$ cat src/rfap_consts.vh
`ifndef RFAP_CONSTS_VH
`define RFAP_CONSTS_VH
// ----------------------------------------
// register layout
// ----------------------------------------
`define RFAP_DATA_W        32
// clear-only fields, one bit each
`define RFAP_CLR_POS       0
`define RFAP_CLR_W         4
// ordinary read/write field
`define RFAP_RW_POS        4
`define RFAP_RW_W          8
// legacy zero-category field
`define RFAP_LZ_POS        12
`define RFAP_LZ_W          4
// release-6 zero-category field
`define RFAP_ZR6_POS       16
`define RFAP_ZR6_W         4
// reset values
`define RFAP_RW_RST        8'h00
`define RFAP_CLR_RST       4'h0
`define RFAP_ZR6_RST       4'h0
`endif

$ cat src/rfap_clear_bit.v
// ----------------------------------------
// one clear-only bit: hardware sets or clears, software clears only
// ----------------------------------------
module rfap_clear_bit
(
    input  wire clk_i,
    input  wire resetn_i,
    input  wire hw_set_i,
    input  wire hw_clr_i,
    input  wire sw_wr_i,
    input  wire sw_bit_i,
    output wire bit_o
);
    reg  bit_ff;
    reg  nxt_bit;

    always @*
    begin
        nxt_bit = bit_ff;
        if (sw_wr_i && !sw_bit_i)
        begin
            nxt_bit = 1'b0;
        end
        // nonzero software writes leave the bit alone
        if (hw_clr_i)
        begin
            nxt_bit = 1'b0;
        end
        if (hw_set_i)
        begin
            nxt_bit = 1'b1;
        end
    end

    always @(posedge clk_i or negedge resetn_i)
    begin
        if (!resetn_i)
        begin
            bit_ff <= 1'b0;
        end
        else
        begin
            bit_ff <= nxt_bit;
        end
    end

    assign bit_o = bit_ff;
endmodule // rfap_clear_bit

$ cat src/rfap_field_reg.v
`include "rfap_consts.vh"
// Overview of operation
// - with release-6 off, the legacy zero field reads zero and drops every write.
// - hardware never updates the release-6 zero field and treats it as zero for behaviour.
// - the release-6 zero field reads zero while all its writes were zero, and after a zero write.
// - hardware sets or clears a clear-only field; software can only clear it.
// - a nonzero software write into a clear-only field has no effect whatever.
// - a read of a clear-only bit returns its current hardware-kept state.
// - a dropped clear-only update does not stop writes to other fields of the register.
module rfap_field_reg
(
    input  wire                          clk_i,
    input  wire                          resetn_i,
    input  wire                          release6_i,
    input  wire                          wr_en_i,
    input  wire [`RFAP_DATA_W-1:0]       wr_data_i,
    input  wire [`RFAP_CLR_W-1:0]        hw_set_i,
    input  wire [`RFAP_CLR_W-1:0]        hw_clr_i,
    output reg  [`RFAP_DATA_W-1:0]       rd_data_o,
    output wire [`RFAP_CLR_W-1:0]        clr_state_o,
    output wire [`RFAP_RW_W-1:0]         rw_field_o,
    output wire                          zr6_nonzero_o
);
    // ----------------------------------------
    // write word slices
    // ----------------------------------------
    wire [`RFAP_CLR_W-1:0]  wr_clr;
    wire [`RFAP_RW_W-1:0]   wr_rw;
    wire [`RFAP_ZR6_W-1:0]  wr_zr6;

    // legacy zero bits are never sliced, so writes there vanish
    assign wr_clr = wr_data_i[`RFAP_CLR_POS +: `RFAP_CLR_W];
    assign wr_rw  = wr_data_i[`RFAP_RW_POS +: `RFAP_RW_W];
    assign wr_zr6 = wr_data_i[`RFAP_ZR6_POS +: `RFAP_ZR6_W];

    // ----------------------------------------
    // write qualifiers
    // ----------------------------------------
    wire                    rw_wr;
    wire                    zr6_wr;

    // rw update independent of the clear-only bits
    assign rw_wr  = wr_en_i;
    // release-6 zero field takes writes only in release-6 mode
    assign zr6_wr = wr_en_i & release6_i;

    // ----------------------------------------
    // rw field next value
    // ----------------------------------------
    reg  [`RFAP_RW_W-1:0]   rw_ff;
    reg  [`RFAP_RW_W-1:0]   nxt_rw;

    always @*
    begin
        nxt_rw = rw_ff;
        if (rw_wr)
        begin
            nxt_rw = wr_rw;
        end
    end

    // ----------------------------------------
    // rw field register
    // ----------------------------------------
    always @(posedge clk_i or negedge resetn_i)
    begin
        if (!resetn_i)
        begin
            rw_ff <= `RFAP_RW_RST;
        end
        else
        begin
            rw_ff <= nxt_rw;
        end
    end

    // ----------------------------------------
    // release-6 zero field next value
    // ----------------------------------------
    reg  [`RFAP_ZR6_W-1:0]  zr6_ff;
    reg  [`RFAP_ZR6_W-1:0]  nxt_zr6;

    // no hardware source feeds this field
    always @*
    begin
        nxt_zr6 = zr6_ff;
        if (zr6_wr)
        begin
            nxt_zr6 = wr_zr6;
        end
    end

    // ----------------------------------------
    // release-6 zero field register
    // ----------------------------------------
    always @(posedge clk_i or negedge resetn_i)
    begin
        if (!resetn_i)
        begin
            zr6_ff <= `RFAP_ZR6_RST;
        end
        else
        begin
            zr6_ff <= nxt_zr6;
        end
    end

    // ----------------------------------------
    // clear-only bits
    // ----------------------------------------
    wire [`RFAP_CLR_W-1:0]  clr_bits;

    genvar gi;
    generate
        for (gi = 0; gi < `RFAP_CLR_W; gi = gi + 1)
        begin : g_clr
            rfap_clear_bit u_bit
            (
                .clk_i    (clk_i),
                .resetn_i (resetn_i),
                .hw_set_i (hw_set_i[gi]),
                .hw_clr_i (hw_clr_i[gi]),
                .sw_wr_i  (wr_en_i),
                .sw_bit_i (wr_clr[gi]),
                .bit_o    (clr_bits[gi])
            );
        end
    endgenerate

    // ----------------------------------------
    // release-6 zero field view
    // ----------------------------------------
    reg  [`RFAP_ZR6_W-1:0]  zr6_view;

    always @*
    begin
        zr6_view = {`RFAP_ZR6_W{1'b0}};
        if (release6_i)
        begin
            zr6_view = zr6_ff;
        end
    end

    // ----------------------------------------
    // read view
    // ----------------------------------------
    always @*
    begin
        rd_data_o = {`RFAP_DATA_W{1'b0}};
        rd_data_o[`RFAP_CLR_POS +: `RFAP_CLR_W] = clr_bits;
        rd_data_o[`RFAP_RW_POS +: `RFAP_RW_W]   = rw_ff;
        // legacy zero bits always read back as zero
        rd_data_o[`RFAP_LZ_POS +: `RFAP_LZ_W]   = {`RFAP_LZ_W{1'b0}};
        rd_data_o[`RFAP_ZR6_POS +: `RFAP_ZR6_W] = zr6_view;
    end

    // ----------------------------------------
    // status outputs
    // ----------------------------------------
    assign clr_state_o   = clr_bits;
    assign rw_field_o    = rw_ff;
    // behaviour treats the field as zero; flag only for visibility
    assign zr6_nonzero_o = |zr6_view;
endmodule // rfap_field_reg

$ cat config.mk
export PLATFORM = sky130hd
export DESIGN_NAME = rfap_field_reg
export DESIGN_NICKNAME = d
export VERILOG_FILES = /design/src/rfap_clear_bit.v /design/src/rfap_field_reg.v
export VERILOG_INCLUDE_DIRS = /design/src
export SDC_FILE = /design/constraint.sdc
export NUM_CORES = 1
export LEC_CHECK = 0
export BUFFER_PORTS_ARGS = -buffer_cell sky130_fd_sc_hd__buf_2
export CAP_MARGIN = 20
export CORE_MARGIN = 5
export CORE_UTILIZATION = 36
export DETAILED_ROUTE_END_ITERATION = 7
export HOLD_SLACK_MARGIN = 0.06
export PLACE_DENSITY = 0.79
export SETUP_SLACK_MARGIN = 0.05
export SYNTH_ARGS = -nofsm -noshare
export SYNTH_HDL_FRONTEND = slang
export SYNTH_SLANG_ARGS = --single-unit
$ cat constraint.sdc
create_clock -name clk_i -period 1.1 [get_ports clk_i]
set_input_delay 0.22 -clock clk_i [delete_from_list [all_inputs] [get_ports clk_i]]
set_output_delay 0.22 -clock clk_i [all_outputs]
set_load 0.005 [all_outputs]
==> run_results.csv, run 1 <==
group,metric,value,unit
outcome,outcome,"complete, but fails checks",
outcome,violations,"setup timing",
placed_design,hpwl,1570,µm
critical_path,start_kind,"flop",
clock_network,clock_path_buffers,2,
synthesis,yosysWarningCount,0,
routing,wl_per_cell,12.2,µm
routing,vias,668,
clock_network,clk_pin_slew,0.09,ns
critical_path,rrSetupSlack,0.10,ns
die,num_rows,18,
routing,drt-initial-drc-count,6,
critical_path,cp.required,0.88,ns
global_route,track_usage,0.106,
timing,fin_ws,-0.319,ns
synthesis,ys_seq_area_frac,0.430,
timing,setup_viol_count_final,5,
die,ioPinCount,89,
worst_hold_path,hp-class,"in -> reg",
die,start_util,0.376,
global_route,grt_pass1_wl,2860,µm
routing,totalWireLength,1960,µm
timing,maxSlewViolCount,0,
cells_and_area,finalNonFillerCells,161,
critical_path,arrival,1.20,ns
routing,drt-vias-per-instance,4.15,
clock_network,cts_tree,"built",
routing,drcViolationCount,0,
synthesis,syn_inst,80,
global_route,grt_overflow,0,
synthesis,synth.distinct_cells,13,
critical_path,crit_fanout,2,
routing,first_pass_iters,2,
die,coreArea,2480,µm²
critical_path,worstSetupPathType,"reg -> out",
cells_and_area,insertedDiodeCount,0,
synthesis,ys_seq_elements,16,
pwr,power_leakage,0.000667,µW
global_route,first_global_vias,695,
clock_network,root_buffer,"clkbuf_4",
timing,finalCritPeriodShare,1.29,
run,max_cap_viol_count,0,
die,fp.dieH,60.9,µm
timing,min_period,1.42,ns
placed_design,port_buffers,56,
global_route,antenna_found_initial,0,
pwr,ir_drop,0.675,mV
global_route,grt_max_degree,17,
die,dieWidth,60.9,µm
synthesis,avgSynthCellArea,11.7,µm²
synthesis,yosys-top-cells-area,"dfrtp_1 43%, buf_4 26%, mux2_2 9.7%, mux2_4 6.4%, a31o_2 3.8%",
synthesis,syn_area,932,µm²
cells_and_area,drive_above_1_share,0.672,
placed_design,dpl-instance-area,1100,µm²
timing,finalHoldViolCount,0,
clock_network,clkSinkCount,16,
die,die_area,3710,µm²
cells_and_area,area_growth,28.9,%
synthesis,synth_top_area_frac,0.430,
clock_network,clock_latency,0.27,ns
synthesis,synth_top_area_cell,"dfrtp_1",
cells_and_area,final_util,0.485,
placed_design,dp.cells,152,
timing,clock-skew-final,0,ns
critical_path,endpoint_kind,"primary output",
clock_network,cts_buffers,3,
timing,worst_hold_slack,0.135,ns
pwr,p_per_area,1150,nW/µm²
clock_network,htreeDepth,1,
placed_design,finalWeightedCongestion,0.719,
timing,grt_setup_unrepaired,"yes",
routing,postRouteAntennaNets,0,
timing,max_freq,705,MHz
cells_and_area,finalInstanceArea,1200,µm²
cells_and_area,finalNetCount,177,
==> placed cells by master (no fill, tap or decap) <==
cell type / Yosys / final
o41a_1: 1 / 1
a31o_2: 4 / 4
and2_4: 0 / 3
buf_12: 0 / 1
dlygate4sd3_1: 0 / 1
nand2_4: 1 / 1
buf_6: 1 / 5
clkbuf_4: 0 / 3
buf_2: 0 / 53
and2_1: 4 / 1
mux2_4: 4 / 4
conb_1: 1 / 16
buf_4: 32 / 6
inv_1: 4 / 4
mux2_2: 8 / 8
or2b_1: 3 / 3
nand2b_1: 1 / 1
dfrtp_1: 16 / 16
==> logic make-up after synthesis <==
family / count (synthesis) / share of synthesized area
AO/OA/AOI/OAI: 5 / 0.0497
buffers and inverters: 37 / 0.286
flip-flops: 16 / 0.430
multiplexers: 12 / 0.161
other: 1 / 0.00402
AND/OR/NAND/NOR: 9 / 0.0698
==> final timing paths <==
path,from,endpoint,cells after the start
setup / recovery,zr6_ff[1]$_DFFE_PN0P_,zr6_nonzero_o,2
hold / removal,hw_set_i[1],g_clr[1].u_bit.bit_o$_DFFE_PN0P_,2
setup reg to reg,zr6_ff[1]$_DFFE_PN0P_,zr6_ff[1]$_DFFE_PN0P_,3
hold reg to reg,rw_field_o[1]$_DFFE_PN0P_,rw_field_o[1]$_DFFE_PN0P_,1
max in group asynchronous,resetn_i,g_clr[3].u_bit.bit_o$_DFFE_PN0P_,2
min in group asynchronous,resetn_i,rw_field_o[2]$_DFFE_PN0P_,2
==> flip-flops by register name (all words and copies together) (netlist names) <==
signal	count
g_clr.u_bit.bit_o	4
rw_field_o	8
zr6_ff	4
==> per-stage QoR <==
| step | setup WS (ns) | total power (µW) | setup TNS, ns |
|---|---|---|---|
| 2_1_floorplan | 0.0983 | 947 | 0 |
| 3_3_place_gp | -0.0101 | 1020 | -0.0101 |
| 3_5_place_dp | -0.00516 | 1040 | -0.00516 |
| 4_1_cts | -0.330 | 1370 | -0.954 |
| 5_1_grt | -0.360 | 1480 | -1.24 |
| 6_report | -0.319 | 1380 | -0.986 |
==> layer usage <==
metal	track usage	wire (µm)	vias to the layer above
li1	-	-	316
met1	0.117	690	299
met3	0.0447	326	0
met4	0.0464	0	0
met2	0.177	942	53
met5	0	0	-
==> synth_stat cells <==
library cell / instances
a31o_2: 4
and2_1: 4
buf_4: 32
buf_6: 1
conb_1: 1
dfrtp_1: 16
inv_1: 4
mux2_2: 8
mux2_4: 4
nand2_4: 1
nand2b_1: 1
o41a_1: 1
or2b_1: 3
==> critical path, cell delays in order (launching register included) <==
cell     delay, ns
dfrtp_1       0.40
o41a_1        0.39
buf_2         0.13
==> where the power goes <==
| group | total [µW] | switching (µW) | internal, µW |
|---|---|---|---|
| clock | 295 | 168 | 127 |
| sequential | 691 | 40.9 | 650 |
| combinational | 398 | 144 | 254 |
| total | 1380 | 353 | 1030 |
==> layout make-up <==
class                   instances  area [µm²]
fillers                       240        1280
flip-flops and latches         16         400
repair buffers                 66         397
multi-input cells              42         329
well taps                      30        37.5
clock buffers                   3        22.5
inverters                       4        15.0
==> repair_timing <==
item / CTS / global route
endpoints found under the hold margin: 16 / 0
hold buffers: 1 / 0
buffers inserted: 2 / 4
endpoints found under the setup margin: 5 / 29
pin swaps: 2 / 1
resized for setup: 5 / 3
Note: power is estimated with default switching activity, not from simulation.
==> run 2: changes to the inputs <==
ABC_AREA = 1   (was not set)
CORE_UTILIZATION = 37   (was 36)
PLACE_DENSITY = not set   (was 0.79)
PLACE_DENSITY_LB_ADDON = 0.12   (was not set)
==> run 2 against run 1 <==
Effect of this change: the run still ends with setup timing left; final area fell by 3.3%; worst hold slack got worse by 0.014 ns; area after synthesis rose by 5.6%; clock skew did not move; sequential power fell by 1%; total power fell by 2.1%; critical path type unchanged; critical endpoint unchanged; highest routed layer is now met4.
==> run_results.csv, run 2 <==
group,metric,value,unit
pwr,power_leakage,0.000767,µW
synthesis,synth.distinct_cells,11,
synthesis,synthFlopType,"dfrtp_1",
synthesis,synth_top_area_frac,0.407,
run,max_cap_viol_count,0,
clock_network,clock_latency,0.27,ns
die,die_area,3790,µm²
global_route,antenna_found_initial,0,
synthesis,syn_inst,128,
clock_network,htreeDepth,1,
die,start_util,0.390,
cells_and_area,finalInstanceArea,1160,µm²
routing,drt-initial-drc-count,26,
die,dieWidth,61.6,µm
pwr,p_per_area,1170,nW/µm²
critical_path,crit_fanout,3,
clock_network,clock_path_buffers,2,
critical_path,endpoint_kind,"primary output",
critical_path,cp.required,0.88,ns
cells_and_area,final_util,0.460,
critical_path,crit_chain,"o21ai_1 -> nand2_1 -> buf_2",
timing,max_freq,826,MHz
die,coreArea,2520,µm²
routing,wl_per_cell,9.52,µm
timing,final.setup.tns,-0.156,ns
synthesis,avgSynthCellArea,7.69,µm²
cells_and_area,drive_above_1_share,0.376,
cells_and_area,area_growth,17.9,%
clock_network,cts_tree,"built",
routing,vias,803,
synthesis,syn_area,985,µm²
clock_network,root_buffer,"clkbuf_4",
synthesis,ys_seq_elements,16,
routing,drt-vias-per-instance,3.96,
cells_and_area,insertedDiodeCount,0,
outcome,violations,"setup timing",
cells_and_area,final_cell_mix,"56 x buf_2, 34 x nand2_1, 24 x inv_1",
routing,totalWireLength,1930,µm
synthesis,yosysWarningCount,0,
synthesis,synth-edff-count,0,
pwr,ir_drop,1.03,mV
clock_network,cts_buffers,3,
cells_and_area,fillCellCount,264,
timing,finalHoldViolCount,0,
placed_design,dpl-instance-area,1100,µm²
synthesis,yosys-top-cells-area,"dfrtp_1 41%, buf_4 24%, nand2_1 13%, inv_1 9.1%, buf_6 3.4%",
die,fp.dieH,61.6,µm
timing,min_period,1.21,ns
synthesis,netlist_top_cells_count,"34 x nand2_1, 32 x buf_4, 24 x inv_1",
clock_network,clkSinkCount,16,
timing,fin_ws,-0.111,ns
global_route,track_usage,0.0947,
placed_design,dp.cells,196,
critical_path,slowest_delay,0.41,ns
synthesis,synthMostInstantiatedCell,"nand2_1",
timing,clock-skew-final,0,ns
critical_path,start_kind,"flop",
global_route,first_global_vias,652,
synthesis,synth_top_area_cell,"dfrtp_1",
timing,finalCritPeriodShare,1.10,
timing,grt_setup_unrepaired,"yes",
placed_design,port_buffers,56,
placed_design,finalWeightedCongestion,0.653,
die,ioPinCount,89,
global_route,grt_max_degree,17,
outcome,outcome,"complete, but fails checks",
timing,setup_viol_count_final,5,
cells_and_area,finalNetCount,218,
cells_and_area,final_common_cell,"buf_2",
die,num_rows,18,
worst_hold_path,hp-class,"in -> reg",
placed_design,hpwl,1590,µm
critical_path,worstSetupPathType,"reg -> out",
global_route,grt_overflow,0,
critical_path,cp_slowest_cell,"dfrtp_1",
critical_path,arrival,0.99,ns
global_route,grt_pass1_wl,2700,µm
cells_and_area,finalNonFillerCells,203,
routing,drcViolationCount,0,
cells_and_area,largest_reg_flops,8,
timing,maxSlewViolCount,0,
synthesis,async_flop_share,1.00,
routing,postRouteAntennaNets,0,
routing,first_pass_iters,4,
synthesis,ys_seq_area_frac,0.407,
clock_network,clk_pin_slew,0.09,ns
## run 2: power by group
part / switching, µW / internal (µW)
Sequential: 39.1 / 643
Combinational: 149 / 148
Clock: 175 / 201
## run 2: worst paths after layout
kind                                      startpoint                          endpoint  slack [ns]  cells after the start
max in group asynchronous                   resetn_i         rw_field_o[6]$_DFFE_PN0P_        0.46                      2
min reg2reg                    zr6_ff[2]$_DFFE_PN0P_             zr6_ff[2]$_DFFE_PN0P_        0.51                      2
min in group asynchronous                   resetn_i             zr6_ff[0]$_DFFE_PN0P_        0.38                      2
min                                      hw_set_i[0]  g_clr[0].u_bit.bit_o$_DFFE_PN0P_        0.12                      3
max reg2reg                rw_field_o[3]$_DFFE_PN0P_         rw_field_o[3]$_DFFE_PN0P_        0.36                      3
max                            zr6_ff[1]$_DFFE_PN0P_                     zr6_nonzero_o       -0.11                      3
## run 2: cell families (layout without fill, tap and decap cells)
family / count (synthesis) / in the layout / share of synthesized area
flip-flops: 16 / 16 / 0.407
buffers and inverters: 59 / 89 / 0.370
AO/OA/AOI/OAI: 10 / 10 / 0.0546
AND/OR/NAND/NOR: 42 / 42 / 0.165
other: 1 / 16 / 0.00381
## run 2: metal layers
layer	track usage	vias up	part of all wire
met4	0.00909	0	0.0036
met5	0	-	0
li1	-	415	-
met2	0.160	42	0.48
met1	0.113	344	0.37
met3	0.0461	2	0.15
## run 2: worst max-delay path, delay by kind of cell (launching register included)
kind	cells	cell delay (ns)
AO/OA/AOI/OAI	1	0.14
AND/OR/NAND/NOR	1	0.05
flip-flops	1	0.41
buffers and inverters	1	0.12
## run 2: area by class of cell
| type | instances | area, µm² | share of cell area |
|---|---|---|---|
| inverters | 24 | 90.1 | 0.0776 |
| repair buffers | 61 | 320 | 0.276 |
| well taps | 30 | 37.5 | 0.0323 |
| flip-flops and latches | 16 | 400 | 0.345 |
| clock buffers | 4 | 36.3 | 0.0313 |
| multi-input cells | 68 | 277 | 0.238 |
## run 2: through the flow
| stage | hold slack, ns | total power (µW) | worst slack (ns) |
|---|---|---|---|
| 4_1_cts | 0.105 | 1390 | -0.133 |
| 3_5_place_dp | 0.164 | 984 | 0.156 |
| 5_1_grt | 0.101 | 1470 | -0.200 |
| 2_1_floorplan | -0.0756 | 924 | 0.294 |
| 6_report | 0.121 | 1360 | -0.111 |
| 3_3_place_gp | 0.163 | 977 | 0.151 |
## run 2: repair_timing
action	in CTS	in global routing
pin swaps	3	1
hold buffers	1	0
endpoints found under the hold margin	16	0
setup buffers	1	1
gates resized for setup	2	0
endpoints found under the setup margin	20	29
cloned	0	0
